[src/core/spims_map.svh]
`ifndef SPIMS_MAP_SVH
`define SPIMS_MAP_SVH

// Register offsets
`define SPIMS_OFF_CTL     8'h10
`define SPIMS_OFF_SCR     8'h11
`define SPIMS_OFF_DAT     8'h12

// Control register fields
`define SPIMS_CTL_RXIE    7
`define SPIMS_CTL_MASTER  5
`define SPIMS_CTL_CLOCK_POLARITY_BIT    4
`define SPIMS_CTL_CLOCK_PHASE_BIT    3
`define SPIMS_CTL_EN      1
`define SPIMS_CTL_TXIE    0
`define SPIMS_CTL_WMASK   8'hBB
`define SPIMS_CTL_RST     8'h00

// Status/control register fields
`define SPIMS_SCR_RXF     7
`define SPIMS_SCR_ERRIE   6
`define SPIMS_SCR_OVR     5
`define SPIMS_SCR_MF      4
`define SPIMS_SCR_TXE     3
`define SPIMS_SCR_MFEN    2
`define SPIMS_SCR_RATE_HI 1
`define SPIMS_SCR_RATE_LO 0

// Half-period masks for divide by 2, 8, 32, 128
`define SPIMS_MASK_DIV2   7'h00
`define SPIMS_MASK_DIV8   7'h03
`define SPIMS_MASK_DIV32  7'h0F
`define SPIMS_MASK_DIV128 7'h3F

// Transfer framing
`define SPIMS_LAST_EDGE   4'hF
// Edge pair that carries the bit-1 capture
`define SPIMS_BIT1_SLOT   3'h6
`define SPIMS_BYTE_RST    8'h00

`endif

[src/core/spims_pkg.sv]
`include "spims_map.svh"

package spims_pkg;

  typedef struct packed {
    logic [7:0] addr;
    logic [7:0] wdata;
    logic       wr;
    logic       rd;
  } spims_bus_req_t;

  typedef struct packed {
    logic sck;
    logic ss_n;
    logic mosi;
    logic miso;
  } spims_pins_in_t;

  typedef struct packed {
    logic sck_o;
    logic sck_oe;
    logic mosi_o;
    logic mosi_oe;
    logic miso_o;
    logic miso_oe;
  } spims_pins_out_t;

  function automatic logic [6:0] spims_rate_mask(input logic [1:0] sel);
    case (sel)
      2'h0:    spims_rate_mask = `SPIMS_MASK_DIV2;
      2'h1:    spims_rate_mask = `SPIMS_MASK_DIV8;
      2'h2:    spims_rate_mask = `SPIMS_MASK_DIV32;
      default: spims_rate_mask = `SPIMS_MASK_DIV128;
    endcase
  endfunction

endpackage

[src/core/spims_core.sv]
// Our own choice: the address-and-strobe port.
`timescale 1ns/100ps
`include "spims_map.svh"

module spims_core #(
  parameter int ADDR_W = 8
) (
  // Clock and reset
  input  wire logic                        ref_clk,
  input  wire logic                        resetn,
  // Register port
  input  wire spims_pkg::spims_bus_req_t   bus_req,
  output logic [7:0]                       rdata,
  // Serial pins
  input  wire spims_pkg::spims_pins_in_t   pins_in,
  output spims_pkg::spims_pins_out_t       pins_out,
  // Interrupt requests
  output logic                             rx_irq,
  output logic                             tx_irq
);
  import spims_pkg::*;

  if (ADDR_W != 8) begin : g_chk
    $error("spims_core supports an 8-bit register address only");
  end

  logic           rst_meta_q;
  logic           rst_n_q;
  spims_pins_in_t pin_meta_q;
  spims_pins_in_t pin_q;
  logic           sck_prev_q;
  logic           ss_prev_q;
  logic [7:0]     ctrl_q;
  logic [7:0]     ctrl_d;
  logic           err_ie_q;
  logic           mf_en_q;
  logic [1:0]     rate_q;
  logic           rx_full_q;
  logic           ovr_q;
  logic           mf_q;
  logic           tx_empty_q;
  logic           rx_armed_q;
  logic           ovr_armed_q;
  logic           mf_armed_q;
  logic [7:0]     rx_data_q;
  logic [7:0]     tx_buf_q;
  logic [7:0]     sh_q;
  logic           sh_empty_q;
  logic           busy_q;
  logic           drop_q;
  logic [3:0]     edge_q;
  logic           bit_q;
  logic           sck_q;
  logic [6:0]     div_q;
  logic [7:0]     rdata_q;
  logic           rx_irq_q;
  logic           tx_irq_q;

  // Reset release
  always_ff @(posedge ref_clk or negedge resetn) begin
    if (!resetn) begin
      rst_meta_q <= 1'b0;
      rst_n_q    <= 1'b0;
    end else begin
      rst_meta_q <= 1'b1;
      rst_n_q    <= rst_meta_q;
    end
  end

  // Pin synchronisers
  always_ff @(posedge ref_clk or negedge rst_n_q) begin
    if (!rst_n_q) begin
      pin_meta_q <= '{sck: 1'b0, ss_n: 1'b1, mosi: 1'b0, miso: 1'b0};
      pin_q      <= '{sck: 1'b0, ss_n: 1'b1, mosi: 1'b0, miso: 1'b0};
      sck_prev_q <= 1'b0;
      ss_prev_q  <= 1'b1;
    end else begin
      pin_meta_q <= pins_in;
      pin_q      <= pin_meta_q;
      sck_prev_q <= pin_q.sck;
      ss_prev_q  <= pin_q.ss_n;
    end
  end

  // Register decode
  wire sel_ctl = bus_req.addr == `SPIMS_OFF_CTL;
  wire sel_scr = bus_req.addr == `SPIMS_OFF_SCR;
  wire sel_dat = bus_req.addr == `SPIMS_OFF_DAT;
  wire wr_ctl  = bus_req.wr & sel_ctl;
  wire wr_scr  = bus_req.wr & sel_scr;
  wire wr_dat  = bus_req.wr & sel_dat;
  wire rd_scr  = bus_req.rd & sel_scr;
  wire rd_dat  = bus_req.rd & sel_dat;

  wire en     = ctrl_q[`SPIMS_CTL_EN];
  wire clock_phase_bit   = ctrl_q[`SPIMS_CTL_CLOCK_PHASE_BIT];
  wire clock_polarity_bit   = ctrl_q[`SPIMS_CTL_CLOCK_POLARITY_BIT];
  wire m_mode = en & ctrl_q[`SPIMS_CTL_MASTER];
  wire t_mode = en & ~ctrl_q[`SPIMS_CTL_MASTER];

  wire [6:0] rmask = spims_rate_mask(rate_q);
  wire       tick  = (div_q & rmask) == rmask;

  wire sck_edge = pin_q.sck ^ sck_prev_q;
  wire tgt_sel  = ~pin_q.ss_n;
  wire ss_fall  = ss_prev_q & ~pin_q.ss_n;

  wire m_start = m_mode & ~busy_q & ~sh_empty_q & tick;
  wire t_start = t_mode & ~busy_q & tgt_sel & (clock_phase_bit ? sck_edge : ss_fall);
  wire m_edge  = m_mode & busy_q & tick;
  wire t_edge  = (t_mode & busy_q & tgt_sel & sck_edge) | (t_start & clock_phase_bit);
  wire edge_ev = m_edge | t_edge;
  wire t_abort = busy_q & ((t_mode & pin_q.ss_n) | ~en);

  wire       lead     = ~edge_q[0];
  wire       sample   = lead ^ clock_phase_bit;
  wire       samp_ev  = edge_ev & sample;
  wire       shift_ev = edge_ev & ~sample & (edge_q != 4'h0);
  wire       done     = edge_ev & (edge_q == `SPIMS_LAST_EDGE);
  wire       din      = m_mode ? pin_q.miso : pin_q.mosi;
  wire [7:0] rx_byte  = sample ? {sh_q[6:0], din} : {sh_q[6:0], bit_q};

  wire load_ev = ~busy_q & ~tx_empty_q & sh_empty_q & ~wr_dat;
  wire mf_set  = m_mode & mf_en_q & tgt_sel;
  wire bit1_ev = samp_ev & (edge_q[3:1] == `SPIMS_BIT1_SLOT);
  wire ovr_set = bit1_ev & rx_full_q;
  // Overrun frame never reaches the receive register
  wire rxf_set = done & ~rx_full_q & ~drop_q;

  // Control register next value
  always_comb begin
    ctrl_d = ctrl_q;
    if (wr_ctl) begin
      ctrl_d = bus_req.wdata & `SPIMS_CTL_WMASK;
    end
    if (wr_dat) begin
      ctrl_d[`SPIMS_CTL_TXIE] = 1'b0;
    end
    if (mf_set) begin
      ctrl_d[`SPIMS_CTL_EN] = 1'b0;
    end
  end

  // Software registers
  always_ff @(posedge ref_clk or negedge rst_n_q) begin
    if (!rst_n_q) begin
      ctrl_q   <= `SPIMS_CTL_RST;
      err_ie_q <= 1'b0;
      mf_en_q  <= 1'b0;
      rate_q   <= 2'h0;
      tx_buf_q <= `SPIMS_BYTE_RST;
    end else begin
      ctrl_q <= ctrl_d;
      if (wr_scr) begin
        err_ie_q <= bus_req.wdata[`SPIMS_SCR_ERRIE];
        mf_en_q  <= bus_req.wdata[`SPIMS_SCR_MFEN];
        rate_q   <= bus_req.wdata[`SPIMS_SCR_RATE_HI:`SPIMS_SCR_RATE_LO];
      end
      if (wr_dat) begin
        tx_buf_q <= bus_req.wdata;
      end
    end
  end

  // Status flags
  always_ff @(posedge ref_clk or negedge rst_n_q) begin
    if (!rst_n_q) begin
      rx_full_q   <= 1'b0;
      ovr_q       <= 1'b0;
      mf_q        <= 1'b0;
      tx_empty_q  <= 1'b1;
      rx_armed_q  <= 1'b0;
      ovr_armed_q <= 1'b0;
      mf_armed_q  <= 1'b0;
      rx_data_q   <= `SPIMS_BYTE_RST;
    end else begin
      if (rxf_set) begin
        rx_data_q <= rx_byte;
      end
      if (rxf_set) begin
        rx_full_q <= 1'b1;
      end else if (rd_dat & rx_armed_q) begin
        rx_full_q <= 1'b0;
      end
      if (rd_scr & rx_full_q) begin
        rx_armed_q <= 1'b1;
      end else if (rd_dat) begin
        rx_armed_q <= 1'b0;
      end
      if (ovr_set) begin
        ovr_q <= 1'b1;
      end else if (rd_dat & ovr_armed_q) begin
        ovr_q <= 1'b0;
      end
      if (rd_scr & ovr_q) begin
        ovr_armed_q <= 1'b1;
      end else if (rd_dat) begin
        ovr_armed_q <= 1'b0;
      end
      if (mf_set) begin
        mf_q <= 1'b1;
      end else if (wr_ctl & mf_armed_q) begin
        mf_q <= 1'b0;
      end
      if (rd_scr & mf_q) begin
        mf_armed_q <= 1'b1;
      end else if (wr_ctl) begin
        mf_armed_q <= 1'b0;
      end
      if (load_ev) begin
        tx_empty_q <= 1'b1;
      end else if (wr_dat) begin
        tx_empty_q <= 1'b0;
      end
    end
  end

  // Shifter and sequencing
  always_ff @(posedge ref_clk or negedge rst_n_q) begin
    if (!rst_n_q) begin
      sh_q       <= `SPIMS_BYTE_RST;
      sh_empty_q <= 1'b1;
      busy_q     <= 1'b0;
      drop_q     <= 1'b0;
      edge_q     <= 4'h0;
      bit_q      <= 1'b0;
    end else begin
      if (done | ~busy_q) begin
        drop_q <= 1'b0;
      end else if (ovr_set) begin
        drop_q <= 1'b1;
      end
      if (load_ev) begin
        sh_q       <= tx_buf_q;
        sh_empty_q <= 1'b0;
      end else if (done) begin
        sh_q       <= rx_byte;
        sh_empty_q <= 1'b1;
      end else if (shift_ev) begin
        sh_q <= {sh_q[6:0], bit_q};
      end
      if (samp_ev) begin
        bit_q <= din;
      end
      if (done | t_abort) begin
        busy_q <= 1'b0;
      end else if (m_start | t_start) begin
        busy_q <= 1'b1;
      end
      if (~busy_q & ~t_start) begin
        edge_q <= 4'h0;
      end else if (edge_ev) begin
        edge_q <= edge_q + 4'h1;
      end
    end
  end

  // Controller clock
  always_ff @(posedge ref_clk or negedge rst_n_q) begin
    if (!rst_n_q) begin
      div_q <= 7'h00;
      sck_q <= 1'b0;
    end else begin
      div_q <= m_mode ? div_q + 7'h01 : 7'h00;
      if (~busy_q | ~m_mode) begin
        sck_q <= clock_polarity_bit;
      end else if (m_edge) begin
        sck_q <= ~sck_q;
      end
    end
  end

  // Read data and interrupts
  wire [7:0] scr_val = {rx_full_q, err_ie_q, ovr_q, mf_q, tx_empty_q, mf_en_q, rate_q};
  wire [7:0] rd_mux  = sel_ctl ? ctrl_q :
                       sel_scr ? scr_val :
                       sel_dat ? rx_data_q : 8'h00;

  always_ff @(posedge ref_clk or negedge rst_n_q) begin
    if (!rst_n_q) begin
      rdata_q  <= 8'h00;
      rx_irq_q <= 1'b0;
      tx_irq_q <= 1'b0;
    end else begin
      rdata_q  <= bus_req.rd ? rd_mux : 8'h00;
      rx_irq_q <= (rx_full_q & ctrl_q[`SPIMS_CTL_RXIE]) | (err_ie_q & (ovr_q | mf_q));
      tx_irq_q <= tx_empty_q & ctrl_q[`SPIMS_CTL_TXIE];
    end
  end

  assign rdata  = rdata_q;
  assign rx_irq = rx_irq_q;
  assign tx_irq = tx_irq_q;

  assign pins_out.sck_o   = sck_q;
  assign pins_out.sck_oe  = m_mode;
  assign pins_out.mosi_o  = sh_q[7];
  assign pins_out.mosi_oe = m_mode;
  assign pins_out.miso_o  = sh_q[7];
  assign pins_out.miso_oe = t_mode & tgt_sel;

endmodule

[config.mk]
export PLATFORM = sky130hd
export DESIGN_NAME = spims_core
export DESIGN_NICKNAME = d
export VERILOG_FILES = /design/src/core/spims_pkg.sv /design/src/core/spims_core.sv
export VERILOG_INCLUDE_DIRS = /design/src /design/src/core
export SDC_FILE = /design/constraint.sdc
export NUM_CORES = 1
export LEC_CHECK = 0
export BUFFER_PORTS_ARGS = -buffer_cell sky130_fd_sc_hd__buf_2
export CAP_MARGIN = 20
export CORE_MARGIN = 2
export CORE_UTILIZATION = 45
export DETAILED_ROUTE_END_ITERATION = 16
export PLACE_DENSITY_LB_ADDON = 0.08
export SETUP_SLACK_MARGIN = 0.4
export SLEW_MARGIN = 5
export SYNTH_ARGS = -nofsm -noshare
export SYNTH_HDL_FRONTEND = slang
export SYNTH_SLANG_ARGS = --single-unit
[constraint.sdc]
create_clock -name ref_clk -period 3.1 [get_ports ref_clk]
set_input_delay 0.62 -clock ref_clk [delete_from_list [all_inputs] [get_ports ref_clk]]
set_output_delay 0.62 -clock ref_clk [all_outputs]
set_load 0.02 [all_outputs]
==> results of run 1 <==
[kinds of logic after synthesis]
| family | Yosys count |
|---|---|
| AND/OR/NAND/NOR | 100 |
| flip-flops | 78 |
| AO/OA/AOI/OAI | 53 |
| multiplexers | 29 |
| buffers and inverters | 25 |
| XOR/XNOR | 8 |
| adder cells (fa/ha/maj) | 3 |
| other | 1 |
[cells in the final DEF (no fill, tap or decap), drive strengths merged, types with 4 or more instances in the layout]
cell type  count
a2111oi        5
a21o           4
a21oi          8
a31oi          8
buf           42
clkbuf        13
dfrtp         73
dfstp          5
inv            8
mux2          27
nand2         13
nand2b         9
nand3         12
nand4          5
nor2          33
nor2b          8
o21ai         15
xnor2          4
xor2           4
[area by class of cell]
| type | count | share of cell area (%) |
|---|---|---|
| clock inverter | 3 | 1.13 |
| tap | 99 | 3.19 |
| clock buffer | 13 | 3.84 |
| multi-input combinational | 194 | 34.9 |
| timing repair buffer | 42 | 5.61 |
| inverter | 8 | 0.774 |
| sequential | 78 | 50.6 |
[state kept, by name, indices dropped and copies added (netlist names), 2 cells and up]
signal,flops
rx_data_q,8
rate_q,2
sh_q,8
ctrl_q,6
rdata,8
edge_q,4
div_q,6
pin_meta_q,4
tx_buf_q,8
pin_q,4
[path summary, 6_finish.rpt]
check,from,to,slack (ns),cells past startpoint
min,resetn,rst_n_q$_DFF_PN0_,0.04,1
max in group asynchronous,rst_n_q$_DFF_PN0_,rx_data_q[1]$_DFFE_PN0P_,1.99,0
min reg2reg,pin_meta_q[2]$_DFF_PN1_,pin_q[2]$_DFF_PN1_,0.35,0
min in group ref_clk,pin_meta_q[2]$_DFF_PN1_,pin_q[2]$_DFF_PN1_,0.35,0
max,ctrl_q[5]$_DFFE_PN0P_,rx_data_q[0]$_DFFE_PN0P_,0.70,5
max reg2reg,ctrl_q[5]$_DFFE_PN0P_,rx_data_q[0]$_DFFE_PN0P_,0.70,5
[critical path, cell delays in order (launching register included)]
cell and delay (ns):
dfrtp_1 0.51, nand2_2 0.20, inv_1 0.20, a32oi_2 0.34
or4_4 0.70, mux2_4 0.33
[synth_stat cells (2+ instances only)]
master / instances
a2111oi_0: 5
a21boi_1: 3
a21o_1: 4
a21oi_1: 8
a22o_1: 2
a22oi_1: 2
a31oi_1: 8
and2_1: 2
buf_2: 5
buf_4: 4
clkbuf_1: 6
dfrtp_1: 73
dfstp_2: 5
ha_1: 3
inv_1: 8
mux2_1: 16
mux2_2: 3
mux2_4: 8
mux2i_1: 2
nand2_1: 12
nand2b_1: 9
nand3_1: 12
nand4_1: 5
nor2_1: 33
nor2b_1: 8
nor3_1: 2
o21ai_0: 13
o21ai_1: 2
or3_1: 3
xnor2_1: 4
xor2_1: 4
[metal layers]
metal | share of wire (%) | track usage, % | wire [um] | vias to the layer above
li1 | - | - | - | 1103
met1 | 50 | 27.0 | 3590 | 1099
met2 | 45 | 27.3 | 3200 | 46
met3 | 3.1 | 3.32 | 224 | 10
met4 | 1.7 | 8.71 | 122 | 0
met5 | 0 | 0 | 0 | -
[power groups by stage]
stage | Clock (mW) | Sequential [mW] | Combinational, mW
detailed placement | 0 | 1.10 | 0.0735
finish | 0.755 | 1.08 | 0.0730
global placement | 0 | 1.10 | 0.0724
CTS | 0.776 | 1.08 | 0.0738
floorplan | 0 | 1.09 | 0.0431
global route | 0.829 | 1.09 | 0.0812
[per-stage QoR]
stage	instances	cell area (um^2)	setup WS (ns)
floorplan	297	3430	0.776
global placement	421	3690	0.542
detailed placement	421	3690	0.502
CTS	437	3880	0.685
global route	437	3880	0.585
finish	437	3880	0.697
==> out/metrics.yaml, run 1 <==
die_h_um: 91.3
drive_gt1_share_pct: 23.4
switchingPower_mw: 0.435
cts_tree: "yes"
fp.dieW_um: 91.3
setup_viol: 0
fmax_mhz: 416
hp-class: "input port to asynchronous set/reset pin"
n_antenna_cell: 0
gp_congestion: 0.771
path_class: "register to register"
worst_ep_arrival_time_ns: 2.63
root_buffer: "clkbuf_8"
synth-adder-area-share_pct: 1.09
cp_max_fo: 17
drc: 0
io_pins: 40
hold_viol: 0
dieArea_um2: 8330
p_leak_nw: 1.92
power_mw: 1.91
totalWireLength_mm: 7.14
syn-cell-area_um2: 3430
max-vdd-ir-drop_v: 0.000233
ant_nets: 0
synth_top_family_by_area: "simple AND/OR/NAND/NOR gates"
maxSlewHeadroom_pct: 35.9
grt_pass1_vias: 2310
clkTransAtPathRegs_ns: 0.08
rsz0062_at_grt: "no"
synthMuxAreaShare_pct: 10.3
postCtsHoldBufs: 0
clkPwrFrac_pct: 39.5
synth_cells: 297
tightest_slew_ns: 0.962
vias_per_cell: 5.17
pwr-share-comb_pct: 3.8
post-route-period-util_pct: 77.5
yosys.area_share.xor_xnor_pct: 2.04
area_delta_synth_final_pct: 13.2
clock_skew_ns: 0.0110
power_density_nw_per_um2: 492
hold_ws_ns: 0.0418
syn_avg_cell_area_um2: 11.5
synthSimpleGateAreaFrac_pct: 15.3
synthTopCellsByArea: "dfrtp_1 (53%), mux2_1 (5.3%), dfstp_2 (3.8%)"
yosysSeqAreaShare_pct: 57.1
drv_slew: 0
num-nets-final: 360
crit_path_start_kind: "register"
grt_max_degree: 77
fillers: 692
overflow: 0
antenna_found_initial: 0
maxCapViolCount: 0
drt_iter0_markers: 73
multiInputGateArea_um2: 1350
htreeDepth: 3
power.internal_mw: 1.47
rows: 31
drt_pass1_iterations: 4
final_core_util_pct: 52.9
hpwl_mm: 5.04
initial_utilization_pct: 46.8
post_cts_buffers: 0
numCtsBuffers: 9
clkSinkCount: 78
switching_share_pct: 22.8
via_count: 2258
cts.path.max_buffers: 2
grt_pass1_wl_mm: 12.0
synth_nets: 324
status: "finished, final reports clean"
yosysWarnings: 0
synthFlopType: "dfrtp_1"
clock_latency_ns: 0.35
netlist.area_leader.share_pct: 53.3
postCtsResizedCells: 0
seqCellArea_um2: 1960
synth.distinct_cells: 54
tns_ns: 0
async_reset_ff_share_pct: 100
period_needed_ns: 2.40
cp-end-kind: "register"
synth_edf_count: 0
ys_ff_latch: 78
yosys.area.top_type: "dfrtp_1"
wl_per_cell_um: 16.3
track_usage_pct: 18.7
port-buffer-count: 39
seqPwrFrac_pct: 56.6
synth-compound-area-share_pct: 10.5
worstPathRequired_ns: 3.33
coreArea_um2: 7330
(Power assumes the default switching activity.)
==> inputs of run 2 (changes only) <==
==> constraint.sdc (replaced) <==
create_clock -name ref_clk -period 2.4 [get_ports ref_clk]
set_input_delay 0.48 -clock ref_clk [delete_from_list [all_inputs] [get_ports ref_clk]]
set_output_delay 0.48 -clock ref_clk [all_outputs]
set_load 0.02 [all_outputs]
==> run 2 against run 1 <==
Against the previous run:
- sequential cell count stayed put
- cell area is 6.6% higher
- via count is 8.9% higher
- final cell count is 3.4% higher
- core utilization is 3.5 points higher
- routed wire length is 6.5% higher
- count of clock-buffer cells in the layout is 3 lower
==> out/metrics.yaml, run 2 (same netlist as run 1, synthesis figures left out) <==
clkSinkCount: 78
grt_max_degree: 45
clock_latency_ns: 0.35
fp.dieW_um: 91.3
drv_slew: 0
n_antenna_cell: 0
area_delta_synth_final_pct: 20.7
antenna_found_initial: 0
gp_congestion: 0.790
totalWireLength_mm: 7.60
worstPathRequired_ns: 2.64
track_usage_pct: 19.9
coreArea_um2: 7330
power_density_nw_per_um2: 625
htreeDepth: 3
hp-class: "input port to register"
final_core_util_pct: 56.4
setup_viol: 0
initial_utilization_pct: 46.8
maxCapViolCount: 0
grt_pass1_wl_mm: 12.6
rsz0062_at_grt: "yes"
fmax_mhz: 502
clock_skew_ns: 0.00910
max-vdd-ir-drop_v: 0.000343
period_needed_ns: 1.99
hold_viol: 0
crit_path_start_kind: "register"
drc: 0
numCtsBuffers: 9
path_class: "register to register"
hold_ws_ns: 0.224
cts_tree: "yes"
num-nets-final: 375
hpwl_mm: 5.24
via_count: 2458
port-buffer-count: 39
cp_max_fo: 5
pwr-share-comb_pct: 4.9
p_leak_nw: 2.03
post-route-period-util_pct: 83.0
cts.path.max_buffers: 2
die_h_um: 91.3
overflow: 0
cp-end-kind: "register"
drive_gt1_share_pct: 29.7
drt_iter0_markers: 163
dieArea_um2: 8330
drt_pass1_iterations: 4
ant_nets: 0
clkTransAtPathRegs_ns: 0.08
root_buffer: "clkbuf_8"
vias_per_cell: 5.44
worst_ep_arrival_time_ns: 2.23
fillers: 635
clkPwrFrac_pct: 41.3
grt_pass1_vias: 2393
tightest_slew_ns: 0.580
maxSlewHeadroom_pct: 61.3
seqPwrFrac_pct: 53.8
status: "finished, final reports clean"
final_common_cell: "dfrtp_1"
tns_ns: 0
final_cell_mix: "dfrtp_1 (72), buf_2 (39), nor2_1 (32)"
io_pins: 40
rows: 31
power.internal_mw: 1.99
switchingPower_mw: 0.592
switching_share_pct: 22.9
wl_per_cell_um: 16.8
==> run 2: changes by cell type in the layout (fill, tap and decap cells not counted), moves of 2 or more <==
cell / before / now
mux2_4: 8 / 11
nor3_1: 2 / 0
buf_12: 0 / 3
mux2_1: 16 / 13
buf_4: 3 / 13
clkbuf_1: 3 / 1
==> run 2: area by class of cell <==
type / count / area (um^2) / share of cell area (%)
Inverter: 8 / 30.0 / 0.726
Sequential cell: 78 / 1960 / 47.4
Tap cell: 99 / 124 / 2.99
Clock buffer: 10 / 128 / 3.09
Timing Repair Buffer: 56 / 363 / 8.77
Multi-Input combinational cell: 195 / 1440 / 34.9
Clock inverter: 6 / 86.3 / 2.09
==> run 2: what timing repair did <==
action	CTS	global route
pin swaps	3	2
gates resized for setup	6	3
buffers inserted	7	1
gates cloned	1	0
hold endpoints to repair	2	0
endpoints found under the setup margin	10	18
hold buffers	1	0
==> run 2: worst paths after layout <==
path	slack, ns	cells after the start	start	endpoint
worst max-delay path	0.41	5	rate_q[0]$_DFFE_PN0P_	rx_data_q[1]$_DFFE_PN0P_
worst min-delay path	0.22	1	pins_in[2]	pin_meta_q[2]$_DFF_PN1_
worst max register to register	0.41	5	rate_q[0]$_DFFE_PN0P_	rx_data_q[1]$_DFFE_PN0P_
worst min register to register	0.34	0	rst_n_q$_DFF_PN0_	sh_q[7]$_DFFE_PN0P_
max in group asynchronous	1.42	1	rst_n_q$_DFF_PN0_	pin_meta_q[2]$_DFF_PN1_
min in group asynchronous	0.34	0	rst_n_q$_DFF_PN0_	sh_q[7]$_DFFE_PN0P_
==> run 2: metal layers <==
layer / vias up / part of all wire [%] / wire length, um / track usage, %
met2: 70 / 46 / 3500 / 28.8
met4: 0 / 3.0 / 227 / 10.5
li1: 1148 / - / - / -
met1: 1218 / 46 / 3530 / 28.6
met5: - / 0 / 0 / 0
met3: 22 / 4.7 / 355 / 3.65
==> run 2: critical path, cell delays in order, from the launching register on <==
cell,delay [ns]
dfrtp_1,0.43
a21boi_4,0.16
o22ai_4,0.22
a32oi_4,0.16
or4_4,0.59
mux2_4,0.32
==> run 2: metrics by stage <==
stage                     total power, mW  cells  instance area (um^2)  worst slack [ns]
final                                2.59    452                  4140             0.407
after global routing                 2.69    452                  4140             0.327
after CTS                            2.61    451                  4120             0.381
after detailed placement             1.53    426                  3790             0.167
after global placement               1.53    426                  3790            0.0959
after floorplan                      1.47    297                  3470             0.387
==> run 2: power by group through the flow <==
stage	Clock, mW	Sequential (mW)	Combinational [mW]
2_1_floorplan	0	1.41	0.0595
6_report	1.07	1.39	0.127
5_1_grt	1.16	1.40	0.141
3_5_place_dp	0	1.42	0.116
3_3_place_gp	0	1.42	0.115
4_1_cts	1.09	1.39	0.128
